==> src/rtl/awc_pkg.sv <==
// constants, state codes and shared functions of the window compare and burst block
package awc_pkg;

    // ---------------------------------------------------------------
    // widths
    // ---------------------------------------------------------------
    localparam int CODE_W    = 12;
    localparam int RES_W     = 16;
    localparam int PWR_CNT_W = 8;
    localparam int SMP_CNT_W = 7;

    // ---------------------------------------------------------------
    // timing
    // ---------------------------------------------------------------
    localparam int CLK_PERIOD_PS = 8000;
    localparam int POWERUP_NS    = 1000;
    // least time, so round up to whole cycles
    localparam int POWERUP_CYC   = (POWERUP_NS * 1000 + CLK_PERIOD_PS - 1) / CLK_PERIOD_PS;

    // ---------------------------------------------------------------
    // reset values and limit write strobe positions
    // ---------------------------------------------------------------
    localparam logic [15:0] UPPER_RST = 16'hFFFF;
    localparam logic [15:0] LOWER_RST = 16'h0000;
    localparam int LIM_UH = 0;
    localparam int LIM_UL = 1;
    localparam int LIM_LH = 2;
    localparam int LIM_LL = 3;

    // ---------------------------------------------------------------
    // repeat count encodings
    // ---------------------------------------------------------------
    localparam logic [2:0] RPT_1  = 3'h0;
    localparam logic [2:0] RPT_4  = 3'h1;
    localparam logic [2:0] RPT_8  = 3'h2;
    localparam logic [2:0] RPT_16 = 3'h3;
    localparam logic [2:0] RPT_32 = 3'h4;
    localparam logic [2:0] RPT_64 = 3'h5;

    typedef enum logic [4:0] {
        AWC_IDLE   = 5'h01,
        AWC_PWRUP  = 5'h02,
        AWC_START  = 5'h04,
        AWC_WAIT   = 5'h08,
        AWC_FINISH = 5'h10
    } awc_state_e;

    // samples per burst; reserved codes fall back to one sample
    function automatic logic [SMP_CNT_W-1:0] awc_rpt_count(input logic [2:0] sel);
        case (sel)
            RPT_4:   return 7'h04;
            RPT_8:   return 7'h08;
            RPT_16:  return 7'h10;
            RPT_32:  return 7'h20;
            RPT_64:  return 7'h40;
            default: return 7'h01;
        endcase
    endfunction : awc_rpt_count

    // unsigned 16-bit window test
    function automatic logic awc_window_hit(input logic [15:0] code,
                                            input logic [15:0] upper,
                                            input logic [15:0] lower);
        if (lower <= upper)
            return (code > upper) || (code < lower);
        else
            return (code > upper) && (code < lower);
    endfunction : awc_window_hit

endpackage : awc_pkg

==> src/rtl/awc_res_if.sv <==
// signals joining the controller, the accumulator and the window comparator
`timescale 1ns/1ps
`default_nettype none
interface awc_res_if;
    logic        sample_valid;
    logic [11:0] sample_code;
    logic        sample_first;
    logic        sample_last;
    logic        result_valid;
    logic [15:0] result;
    logic [15:0] upper;
    logic [15:0] lower;
    logic        hit;

    modport ctl (output sample_valid, sample_code, sample_first, sample_last, upper, lower,
                 input  result_valid, result, hit);
    modport acc (input  sample_valid, sample_code, sample_first, sample_last,
                 output result_valid, result);
    modport cmp (input  result, upper, lower,
                 output hit);
endinterface : awc_res_if
`default_nettype wire

==> src/rtl/awc_top.sv <==
// converter sequencing, burst control, limits and sticky flags
// How it works
// - each finished result is checked against both limits without software help.
// - upper and lower limits are held as high and low byte registers.
// - limits ordered normally, codes above the upper limit set the window flag.
// - codes below the lower limit set the window flag; equal codes do not.
// - lower above upper: only codes strictly between them set the flag.
// - upper above lower: codes outside the pair set the flag, others not.
// - the window flag is an output software can poll, not an interrupt.
// - the window flag stays set until software clears it.
// - in burst mode one trigger takes the selected number of samples, up to 64.
// - repeat count picks 1,4,8,16,32 or 64; result updates after the last.
// - power-up wait happens once per burst when the converter is off, then conversions run back to back.
// - done flag sets per conversion, or per burst in burst mode; software clears.
// - the temperature sensor is routed to the mux and floats while disabled.
`timescale 1ns/1ps
`default_nettype none
module awc_top (
    input  wire logic        i_clk_sys,
    input  wire logic        i_rst_n,
    input  wire logic        i_converter_on,
    input  wire logic        i_burst_mode_on,
    input  wire logic [2:0]  i_repeat_count_sel,
    input  wire logic        i_start_conv,
    input  wire logic [3:0]  i_limit_wr,
    input  wire logic [7:0]  i_limit_wdata,
    input  wire logic        i_window_clr,
    input  wire logic        i_done_clr,
    input  wire logic        i_temp_sensor_on,
    input  wire logic        i_mux_sel_temp,
    input  wire logic        i_core_done,
    input  wire logic [11:0] i_core_code,
    output logic             o_core_power_on,
    output logic             o_core_start,
    output logic             o_core_sel_temp,
    output logic             o_temp_sensor_en,
    output logic             o_temp_sensor_oe_n,
    output logic             o_busy,
    output logic [7:0]       o_result_high,
    output logic [7:0]       o_result_low,
    output logic [7:0]       o_upper_limit_high,
    output logic [7:0]       o_upper_limit_low,
    output logic [7:0]       o_lower_limit_high,
    output logic [7:0]       o_lower_limit_low,
    output logic             o_window_hit_flag,
    output logic             o_conversion_done_flag
);
    // ---------------------------------------------------------------
    // state
    // ---------------------------------------------------------------
    typedef struct packed {
        awc_pkg::awc_state_e state;
        logic [7:0]          pwr_cnt;
        logic [6:0]          smp_cnt;
        logic [6:0]          target;
        logic [15:0]         upper;
        logic [15:0]         lower;
        logic                win_flag;
        logic                done_flag;
        logic                temp_on;
        logic                sel_temp;
    } awc_top_s;

    awc_top_s q;
    awc_top_s d;

    awc_res_if bus ();

    // ---------------------------------------------------------------
    // sub-blocks
    // ---------------------------------------------------------------
    awc_accum u_accum (
        .i_clk_sys (i_clk_sys),
        .i_rst_n   (i_rst_n),
        .bus       (bus.acc)
    );

    awc_window_cmp u_cmp (
        .i_clk_sys (i_clk_sys),
        .i_rst_n   (i_rst_n),
        .bus       (bus.cmp)
    );

    // ---------------------------------------------------------------
    // sample hand-off to the accumulator
    // ---------------------------------------------------------------
    logic last_smp;
    assign last_smp         = (q.smp_cnt == 7'(q.target - 7'h01));
    assign bus.sample_valid = (q.state == awc_pkg::AWC_WAIT) && i_core_done;
    assign bus.sample_code  = i_core_code;
    assign bus.sample_first = (q.smp_cnt == 7'h00);
    assign bus.sample_last  = last_smp;
    assign bus.upper        = q.upper;
    assign bus.lower        = q.lower;

    // ---------------------------------------------------------------
    // next state
    // ---------------------------------------------------------------
    always_comb begin
        d = q;
        d.temp_on  = i_temp_sensor_on;
        d.sel_temp = i_mux_sel_temp;

        // limit byte writes
        if (i_limit_wr[awc_pkg::LIM_UH]) d.upper[15:8] = i_limit_wdata;
        if (i_limit_wr[awc_pkg::LIM_UL]) d.upper[7:0]  = i_limit_wdata;
        if (i_limit_wr[awc_pkg::LIM_LH]) d.lower[15:8] = i_limit_wdata;
        if (i_limit_wr[awc_pkg::LIM_LL]) d.lower[7:0]  = i_limit_wdata;

        // sticky flags: a new event wins over a clear in the same cycle
        d.win_flag  = (q.win_flag & ~i_window_clr) | (bus.result_valid & bus.hit);
        d.done_flag = (q.done_flag & ~i_done_clr) | bus.result_valid;

        case (q.state)
            awc_pkg::AWC_IDLE: begin
                if (i_start_conv && (i_converter_on || i_burst_mode_on)) begin
                    d.smp_cnt = 7'h00;
                    // single conversion when burst mode is off
                    d.target  = i_burst_mode_on ? awc_pkg::awc_rpt_count(i_repeat_count_sel) : 7'h01;
                    if (i_burst_mode_on && !i_converter_on) begin
                        d.pwr_cnt = 8'(awc_pkg::POWERUP_CYC - 1);
                        d.state   = awc_pkg::AWC_PWRUP;
                    end else begin
                        d.state   = awc_pkg::AWC_START;
                    end
                end
            end
            awc_pkg::AWC_PWRUP: begin
                if (q.pwr_cnt == 8'h00)
                    d.state = awc_pkg::AWC_START;
                else
                    d.pwr_cnt = 8'(q.pwr_cnt - 8'h01);
            end
            awc_pkg::AWC_START: begin
                d.state = awc_pkg::AWC_WAIT;
            end
            awc_pkg::AWC_WAIT: begin
                if (i_core_done) begin
                    d.smp_cnt = 7'(q.smp_cnt + 7'h01);
                    // next conversion starts at once, no second power-up
                    d.state = last_smp ? awc_pkg::AWC_FINISH : awc_pkg::AWC_START;
                end
            end
            awc_pkg::AWC_FINISH: begin
                d.state = awc_pkg::AWC_IDLE;
            end
            default: begin
                d.state = awc_pkg::AWC_IDLE;
            end
        endcase
    end

    always_ff @(posedge i_clk_sys or negedge i_rst_n) begin
        if (!i_rst_n) begin
            q          <= '0;
            q.state    <= awc_pkg::AWC_IDLE;
            q.upper    <= awc_pkg::UPPER_RST;
            q.lower    <= awc_pkg::LOWER_RST;
        end else begin
            q <= d;
        end
    end

    // ---------------------------------------------------------------
    // outputs
    // ---------------------------------------------------------------
    // converter stays powered for the whole burst
    assign o_core_power_on        = i_converter_on || (q.state != awc_pkg::AWC_IDLE);
    assign o_core_start           = (q.state == awc_pkg::AWC_START);
    assign o_core_sel_temp        = q.sel_temp;
    assign o_temp_sensor_en       = q.temp_on;
    assign o_temp_sensor_oe_n     = ~q.temp_on;
    assign o_busy                 = (q.state != awc_pkg::AWC_IDLE);
    assign o_result_high          = bus.result[15:8];
    assign o_result_low           = bus.result[7:0];
    assign o_upper_limit_high     = q.upper[15:8];
    assign o_upper_limit_low      = q.upper[7:0];
    assign o_lower_limit_high     = q.lower[15:8];
    assign o_lower_limit_low      = q.lower[7:0];
    assign o_window_hit_flag      = q.win_flag;
    assign o_conversion_done_flag = q.done_flag;
endmodule : awc_top
`default_nettype wire

==> src/rtl/awc_accum.sv <==
// burst accumulator and result register
`timescale 1ns/1ps
`default_nettype none
module awc_accum (
    input  wire logic i_clk_sys,
    input  wire logic i_rst_n,
    awc_res_if.acc    bus
);
    typedef struct packed {
        logic [15:0] sum;
        logic [15:0] result;
        logic        valid;
    } awc_acc_s;

    awc_acc_s q;
    awc_acc_s d;

    always_comb begin
        logic [15:0] nxt;
        nxt = 16'h0000;
        d = q;
        d.valid = 1'b0;
        if (bus.sample_valid) begin
            nxt = bus.sample_first ? 16'(bus.sample_code) : 16'(q.sum + 16'(bus.sample_code));
            d.sum = nxt;
            if (bus.sample_last) begin
                d.result = nxt;
                d.valid  = 1'b1;
            end
        end
    end

    always_ff @(posedge i_clk_sys or negedge i_rst_n) begin
        if (!i_rst_n)
            q <= '0;
        else
            q <= d;
    end

    assign bus.result       = q.result;
    assign bus.result_valid = q.valid;
endmodule : awc_accum
`default_nettype wire

==> src/rtl/awc_window_cmp.sv <==
// window comparator on the result register
`timescale 1ns/1ps
`default_nettype none
module awc_window_cmp (
    input  wire logic i_clk_sys,
    input  wire logic i_rst_n,
    awc_res_if.cmp    bus
);
    assign bus.hit = awc_pkg::awc_window_hit(bus.result, bus.upper, bus.lower);
endmodule : awc_window_cmp
`default_nettype wire

==> config.mk <==
export PLATFORM = sky130hd
export DESIGN_NAME = awc_top
export DESIGN_NICKNAME = d
export VERILOG_FILES = /design/src/rtl/awc_pkg.sv /design/src/rtl/awc_res_if.sv /design/src/rtl/awc_top.sv /design/src/rtl/awc_accum.sv /design/src/rtl/awc_window_cmp.sv
export SDC_FILE = /design/constraint.sdc
export NUM_CORES = 1
export LEC_CHECK = 0
export ABC_CLOCK_PERIOD_IN_PS = 3600
export BUFFER_PORTS_ARGS = -buffer_cell sky130_fd_sc_hd__buf_2
export CORE_MARGIN = 10
export CORE_UTILIZATION = 40
export CTS_BUF_LIST = sky130_fd_sc_hd__clkbuf_16
export CTS_CLUSTER_SIZE = 14
export DETAILED_ROUTE_END_ITERATION = 8
export PLACE_DENSITY = 0.68
export SLEW_MARGIN = 20
export SYNTH_ARGS = -nofsm -noshare
export SYNTH_HDL_FRONTEND = slang
export SYNTH_SLANG_ARGS = --single-unit
==> constraint.sdc <==
create_clock -name i_clk_sys -period 3.6 [get_ports i_clk_sys]
set_input_delay 0.18 -clock i_clk_sys [delete_from_list [all_inputs] [get_ports i_clk_sys]]
set_output_delay 0.18 -clock i_clk_sys [all_outputs]
set_load 0.005 [all_outputs]
# --- Word-level counts from Yosys, hierarchy flattened ---
# Cells that the tools add are included.
# Widths: inputs -> output; s select.
totals:
  in_bits: 37
  output_inout_bits: 56
  register_bits: 96
op_classes:
  n_bitwise: 8
  n_reduce_logical: 17
  n_eq_ne: 16
  add_sub_neg: 4
  order_cmp: 3
  n_mux: 17
op_table:
  columns: ["op", "n"]
  rows:
  - ["$pmux 7 s5", 1]
  - ["$mux 27", 1]
  - ["$pmux 5 s4", 1]
  - ["$add 16x12->16", 1]
  - ["$gt 16x16->1", 1]
  - ["$le 16x16->1", 1]
  - ["$lt 16x16->1", 1]
  - ["$mux 16", 1]
  - ["$mux 8", 2]
  - ["$pmux 8 s2", 1]
  - ["$mux 5", 3]
  - ["$mux 7", 2]
  - ["$pmux 7 s2", 1]
  - ["$ne 2x2->1 const B", 5]
  - ["$logic_not 8->1", 1]
  - ["$sub 8x1->8 const B", 1]
  - ["$add 7x1->7 const B", 1]
  - ["$eq 7x7->1", 1]
  - ["$logic_not 7->1", 1]
  - ["$sub 7x1->7 const B", 1]
  - ["$eq 3x2->1 const B", 2]
  - ["$eq 3x3->1 const B", 2]
  - ["$reduce_and 3->1", 2]
  - ["$eq 5x1->1 const B", 1]
  - ["16 further kinds", 30]

# --- Longest topological paths before layout ---
# Gate-level depths: netlist of the first run.
depth:
  depth_word: 5
  ltp_mapped: 9
  ltp_nobuf: 9

# --- By module ---
# A second synthesis of the first run with hierarchy kept.
hier_totals:
  cells_unflattened: 671
  area_unflattened_um2: 6510.0
modules_own_cells:
  columns: ["module", "area_per_inst_um2", "instances", "cells_per_inst", "seq_area_each_um2"]
  rows:
  - ["awc_top", 3111.7, 1, 277, 1572.8]
  - ["awc_accum", 2238.4, 1, 244, 825.8]
  - ["awc_window_cmp", 1159.9, 1, 150, 0.0]

# --- Worst setup path after synthesis of the first run ---
# Ideal clock, no wire load.
synth_timing:
  path_type: "register to register"
  start: "register bus.upper[14] (netlist name)"
  end: "register q (netlist bit o_window_hit_flag)"
  period_less_slack_ps: 2079
  required_time_ps: 3469
  slack_ps: 1521
  path_stages_with_launch: 8
  setup_ps: 131
  t_arrival_ps: 1948
  cell_sequence: "dfstp_2 > inv_1 > ha_1 > nand4_1 > or4_1 > and2_1 > a41oi_1 > o21ai_0"
synth_lines:
  columns: ["item", "line", "source"]
  rows:
  - ["to (decl)", "awc_top.sv:64", "awc_top_s q;"]

# --- Final worst setup path of the first run ---
layout_timing:
  start: "register q[62] (netlist bit)"
  end: "register u_accum.q (netlist bit u_accum.bus.result[5])"
layout_between:
  elab_chain_len: 3
layout_rtl:
  columns: ["item", "line", "source"]
  rows:
  - ["$eq 5x4->1", "awc_top.sv:89", "assign bus.sample_valid = (q.state == awc_pkg::AWC_WAIT) && i_core_done;"]
  - ["$logic_and 1x1->1", "awc_top.sv:89", null]
  - ["$reduce_and 2->1 (no source line)", null, null]
  - ["to (signal assigned)", "awc_accum.sv:35", "q <= '0;"]
  - ["to (signal assigned)", "awc_accum.sv:37", "q <= d;"]
  - ["to (decl)", "awc_accum.sv:15", "awc_acc_s q;"]
# Every way passes these cells.
# A chain may end at the register's enable or synchronous reset.

==> reports/qor.csv, run 1 <==
metric,value,unit
Clock Power Share,0.247,
Least-Margin Pin Slew,0.800,ns
required time worst endpoint,3.88,ns
final WL,14.5,mm
Synth area leader,dfrtp_1,
Synth Warn #,0,
ys flop type,dfrtp_1,
synth cell count leaders,"nand2_1 (95), o21ai_0 (84), dfrtp_1 (78), ha_1 (64), inv_1 (52)",
starting density of the core,0.407,
antenna violations before repair,0,
drt wl/cell,15.5,um
Die W,144,um
Comb pwr share,0.361,
routed via count,4879,
"Seq/Total Area, Yosys",0.387,
Yosys top cell area share,0.315,
"most used cell, CP",nor2_1,
vias per cell,5.21,
Switching Share,0.371,
# resized after CTS,0,
worst setup path category,reg2reg,
asr flop ratio synth,1.00,
area of the core,15200,sq um
CTS tree,yes,
share of layout cells above drive strength 1,0.187,
drt drc,0,
DRT Pass-1 Iters,4,
Final Hold Viols,0,
fin crit share,0.692,
Internal,2310,uW
Post-synth EDFFs,0,
CP Cell Sequence,or3_1 > nor2_1 > nand2_1 > buf_4 > a211o_1 > inv_2 > nor2_1 > a21oi_1,
Mapped Area,6190,sq um
GRT Resource Usage Total,0.144,
ant diodes,0,
Crit Path Max Fanout,23,
first-pass GRT wire length,23.7,mm
Slew Limit Fails,0,
Flop pwr share,0.393,
Worst Slack Setup Final,1.11,ns
post-synthesis average cell area,8.90,sq um
syn nets,798,
num rows,45,
Worst Clk Skew,0.0100,ns
RSZ-0062 raised after global routing,false,
CP max stage delay,0.56,ns
startpoint types,flip-flop,
routability cong.,0.842,
Clock Path Buffers,2,
Post-Synthesis Cells,696,
I/O pins,93,
layout net count,845,
run status,"complete, no violations",
GR Overflow Total,0,
power per cell area,540,nW/um^2
Max rail drop VDD,0.000328,V
clk_lat worst skew,0.36,ns
vias in the first global route,4690,
DR iter-0 viols,154,
type of the worst min-delay path,in2reg,
max-cap violation count,0,
Root Buffer,clkbuf_16,
most instantiated library cell after synthesis,nand2_1,
slew margin rel.,0.464,
Fmax,402,MHz
leakage dissipation,0.00332,uW
net switching power,1360,uW
P&R area growth vs syn,9.70,%
register bit total from synthesis,95,
pin count of the biggest net entering global routing,39,
Die Height,144,um
Slowest cell on crit path,a211o_1,
DP Wirelength,11.6,mm
arrival time at the worst endpoint,2.77,ns
Fin Setup TNS,0,ns
TritonCTS buffer count,9,
post-route total power,3670,uW
ANT nets after route,0,
port bufs,92,
pre-CTS setup slack,1.13,ns
Setup-failing EPs final,0,
Netlist cell types,60,
H-tree Lvls,3,
fin crit period,2.49,ns
CP endpoint kind,flip-flop,
Synth area leaders,"dfrtp_1 (32%), ha_1 (13%), dfstp_2 (7.2%)",
Clock Sinks,95,
"Reg clk slew, reported paths",0.07,ns
area of the die,20900,sq um
## critical path, delay by kind of cell (launching register included)
kind	cells	cell delay [ns]
compound gates	2	0.68
buf+inv	2	0.44
simple gates	4	0.88
flops	1	0.39
## what timing repair did
item	CTS	global route
endpoints found under the setup margin	0	0
hold endpoints to repair	29	0
hold buffers	3	0
setup buffers	0	0
## metal layers
layer	routed length (um)	vias to the layer above	share of wire	global-route usage
li1	-	2493	-	-
met1	6920	2255	0.48	0.189
met2	6370	109	0.44	0.221
met3	910	22	0.063	0.0446
met4	308	0	0.021	0.0463
met5	0	-	0	0
## metrics by stage
| step | utilization | std cells | cell area (sq um) | hold slack [ns] |
|---|---|---|---|---|
| after CTS | 0.447 | 936 | 6790 | 0.0413 |
| after global routing | 0.447 | 936 | 6790 | 0.0661 |
| after floorplan | - | 696 | 6190 | -0.116 |
| after detailed placement | 0.427 | 917 | 6490 | 0.148 |
| final | 0.447 | 936 | 6790 | 0.0566 |
| after global placement | 0.427 | 917 | 6490 | 0.142 |
## final cells by class
type / count / area (sq um)
tap: 188 / 235
fill: 1473 / 8410
inverter: 53 / 199
multi-input combinational: 486 / 3170
clock buffer: 9 / 225
clock inverter: 7 / 47.5
sequential: 95 / 2400
timing repair buffer: 98 / 515
## power groups by stage
stage	Combinational, uW	Sequential (uW)	Clock, uW
3_3_place_gp	1300	1450	0
3_5_place_dp	1330	1460	0
2_1_floorplan	1060	1410	0
6_report	1320	1440	905
5_1_grt	1540	1470	981
4_1_cts	1340	1440	933
## state kept, by name (all words and copies together) (netlist names), 16 cells and up
| name | cells |
|---|---|
| q | 26 |
| bus.lower | 16 |
| bus.upper | 16 |
| u_accum.bus.result | 16 |
| u_accum.q | 16 |
## path summary, 6_finish.rpt
check | start | to | slack [ns] | cells after the start
worst min register to register | o_conversion_done_flag | o_conversion_done_flag | 0.47 | 1
worst max-delay path | q[62] | u_accum.bus.result[5] | 1.11 | 8
min in group asynchronous | i_rst_n | bus.lower[13] | 0.29 | 2
worst max register to register | q[62] | u_accum.bus.result[5] | 1.11 | 8
worst min-delay path | i_burst_mode_on | q[36] | 0.06 | 2
max in group asynchronous | i_rst_n | q[58] | 2.43 | 3
## cell families after synthesis
kind of cell,after synthesis,synth area share
AO/OA/AOI/OAI,185,0.175
XOR/XNOR,18,0.0279
adder cells (fa/ha/maj),65,0.133
buffers and inverters,115,0.100
flip-flops,95,0.387
multiplexers,6,0.0101
AND/OR/NAND/NOR,212,0.167
## placed cells by master, fill, tap and decap left out, types with 4 or more instances in the layout
| cell type | count |
|---|---|
| a211oi_1 | 4 |
| a21o_1 | 8 |
| a21oi_1 | 46 |
| a31oi_1 | 10 |
| and3_1 | 4 |
| buf_2 | 91 |
| buf_4 | 4 |
| clkbuf_16 | 9 |
| dfrtp_1 | 78 |
| dfstp_2 | 17 |
| ha_1 | 64 |
| inv_1 | 53 |
| mux2i_1 | 4 |
| nand2_1 | 95 |
| nand2b_1 | 7 |
| nand3_1 | 10 |
| nand3b_1 | 4 |
| nand4_1 | 13 |
| nor2_1 | 33 |
| nor2b_1 | 7 |
| nor3_1 | 11 |
| o211ai_1 | 4 |
| o21ai_0 | 84 |
| o31ai_1 | 4 |
| o41ai_1 | 4 |
| or3_1 | 11 |
| xnor2_1 | 14 |
Note: power is estimated with default switching activity, not from simulation.
==> run 2: changes to the inputs <==
- ABC_CLOCK_PERIOD_IN_PS: 3600 -> 2100
- PLACE_DENSITY: 0.68 -> 0.71
- clock period: 3.6 -> 2.1 ns (I/O delays scaled with it)
==> reports/qor.csv, run 2 (synthesis results as in run 1) <==
metric,value,unit,change
run status,finished with violations,,"was complete, no violations"
failing checks,setup timing,,
DP Wirelength,12.1,mm,was 11.6 mm
antenna violations before repair,2,,was 0
required time worst endpoint,2.33,ns,was 3.88 ns
pin count of the biggest net entering global routing,42,,was 39
DR iter-0 viols,179,,was 154
max reg flops,26,,unchanged
pre-CTS setup slack,-0.167,ns,was 1.13 ns
Setup-failing EPs final,13,,was 0
Comb pwr share,0.422,,was 0.361
Crit Path Max Fanout,4,,was 23
type of the worst min-delay path,in2reg,,unchanged
CP max stage delay,0.39,ns,was 0.56 ns
startpoint types,flip-flop,,unchanged
arrival time at the worst endpoint,2.41,ns,was 2.77 ns
Clock Power Share,0.234,,was 0.247
Die Height,144,um,unchanged
Worst Clk Skew,0.00764,ns,was 0.0100 ns
I/O pins,93,,unchanged
GRT Resource Usage Total,0.149,,was 0.144
port bufs,92,,unchanged
CP endpoint kind,flip-flop,,unchanged
Min Hold Slack,0.0121,ns,was 0.0566 ns
Root Buffer,clkbuf_16,,unchanged
Clock Path Buffers,2,,unchanged
Least-Margin Pin Slew,0.488,ns,was 0.800 ns
first-pass GRT wire length,24.7,mm,was 23.7 mm
power per cell area,936,nW/um^2,was 540 nW/um^2
GR Overflow Total,0,,unchanged
Post-DP Area,6870,sq um,was 6490 sq um
max-cap violation count,0,,unchanged
DRT Pass-1 Iters,4,,unchanged
drt drc,0,,unchanged
RSZ-0062 raised after global routing,true,,was false
Biggest register,q,,unchanged
drt wl/cell,15.8,um,was 15.5 um
slew margin rel.,0.670,,was 0.464
area of the core,15200,sq um,unchanged
Switching Share,0.363,,was 0.371
Worst Slack Setup Final,-0.0798,ns,was 1.11 ns
share of layout cells above drive strength 1,0.323,,was 0.187
H-tree Lvls,3,,unchanged
Internal,4580,uW,was 2310 uW
Multi-input gate area,3480,sq um,was 3170 sq um
P&R area growth vs syn,24.1,%,was 9.70%
ANT nets after route,0,,unchanged
clk_lat worst skew,0.35,ns,was 0.36 ns
"commonest non-fill, non-tap cell in the layout",buf_2,,was nand2_1
Slowest cell on crit path,dfrtp_1,,was a211o_1
Final Hold Viols,0,,unchanged
TritonCTS buffer count,9,,unchanged
area of the die,20900,sq um,unchanged
"commonest cells after routing, fill and taps aside","buf_2 (91), nand2_1 (85), dfrtp_1 (78), o21ai_0 (62), buf_4 (59)",,"was nand2_1 (95), buf_2 (91), o21ai_0 (84), dfrtp_1 (78), ha_1 (64)"
register area,2400,sq um,unchanged
fin area,7680,sq um,was 6790 sq um
starting density of the core,0.407,,unchanged
Fmax,459,MHz,was 402 MHz
final WL,15.8,mm,was 14.5 mm
Die W,144,um,unchanged
Max rail drop VDD,0.000723,V,was 0.000328 V
worst setup path category,reg2reg,,unchanged
Flop pwr share,0.344,,was 0.393
routability cong.,0.880,,was 0.842
"Reg clk slew, reported paths",0.07,ns,about the same
fin crit share,1.04,,was 0.692
Slew Limit Fails,0,,unchanged
CTS tree,yes,,unchanged
vias per cell,5.18,,was 5.21
leakage dissipation,0.00371,uW,was 0.00332 uW
net switching power,2610,uW,was 1360 uW
number of fill cells,1403,,was 1473
CP Cell Sequence,ha_1 > nor2b_2 > o31a_1 > o21a_1 > or3_1 > a31oi_2 > a21oi_1,,was or3_1 > nor2_1 > nand2_1 > buf_4 > a211o_1 > inv_2 > nor2_1 > a21oi_1
vias in the first global route,5025,,was 4690
routed via count,5201,,was 4879
layout net count,912,,was 845
Placed Cells incl. Taps,966,,was 917
final std cells w/o fill,1004,,was 936
num rows,45,,unchanged
fin crit period,2.18,ns,was 2.49 ns
Clock Sinks,95,,unchanged
-- run 2: cell count changes in the layout (fill, tap and decap cells not counted), sizes merged --
| cell | previous run | this run |
|---|---|---|
| buf | 95 | 157 |
| bufinv | 0 | 1 |
| clkinv | 3 | 5 |
| clkinvlp | 1 | 0 |
| diode | 0 | 1 |
| dlygate4sd3 | 3 | 7 |
| inv | 56 | 55 |
-- run 2: path summary, 6_finish.rpt --
kind | start | endpoint | slack (ns) | cells after the start
hold / removal | i_done_clr | o_conversion_done_flag | 0.01 | 3
max in group asynchronous | i_rst_n | bus.upper[0] | 1.12 | 3
setup / recovery | u_accum.q[19] | u_accum.bus.result[6] | -0.08 | 7
setup reg to reg | u_accum.q[19] | u_accum.bus.result[6] | -0.08 | 7
hold reg to reg | o_conversion_done_flag | o_conversion_done_flag | 0.49 | 1
min in group asynchronous | i_rst_n | bus.lower[13] | 0.26 | 2
-- run 2: layout make-up --
cell class / count / share of cell area
Clock buffer: 9 / 0.0293
Multi-Input combinational cell: 486 / 0.453
Tap cell: 188 / 0.0306
Antenna cell: 1 / 0.000326
Timing Repair inverter: 1 / 0.000651
Sequential cell: 95 / 0.312
Timing Repair Buffer: 164 / 0.137
Inverter: 53 / 0.0269
Clock inverter: 7 / 0.00944
-- run 2: timing repair --
item	CTS	global route
setup endpoints to repair	19	38
setup buffers	9	4
pin swaps	15	25
endpoints found under the hold margin	36	0
gates cloned	0	2
hold buffers	7	0
gates resized for setup	24	74
-- run 2: critical path: cells and delay by family (launching register included) --
family                     cells  cell delay (ns)
DFF                            1             0.39
adders and majority gates      1             0.33
and+or+nand+nor                2             0.50
AOI/OAI and AO/OA              4             0.85
-- run 2: per-stage QoR --
stage / util / total power (uW) / setup TNS, ns
after CTS: 0.486 / 6990 / -0.0951
after global placement: 0.452 / 5060 / -1.33
after global routing: 0.506 / 7730 / -2.36
final: 0.506 / 7190 / -0.417
after floorplan: - / 4220 / 0
after detailed placement: 0.452 / 5120 / -2.21
-- run 2: power by group through the flow --
stage	clock [uW]	combinational, uW	sequential [uW]
finish	1680	3030	2480
global route	1780	3430	2520
CTS	1720	2820	2450
detailed placement	0	2650	2470
global placement	0	2610	2460
floorplan	0	1810	2410
-- run 2: metal layers --
metal,global-route usage,share of wire,vias up
li1,-,-,2624
met1,0.188,0.45,2442
met2,0.244,0.47,117
met3,0.0371,0.064,18
met4,0.0489,0.020,0
met5,0,0,-
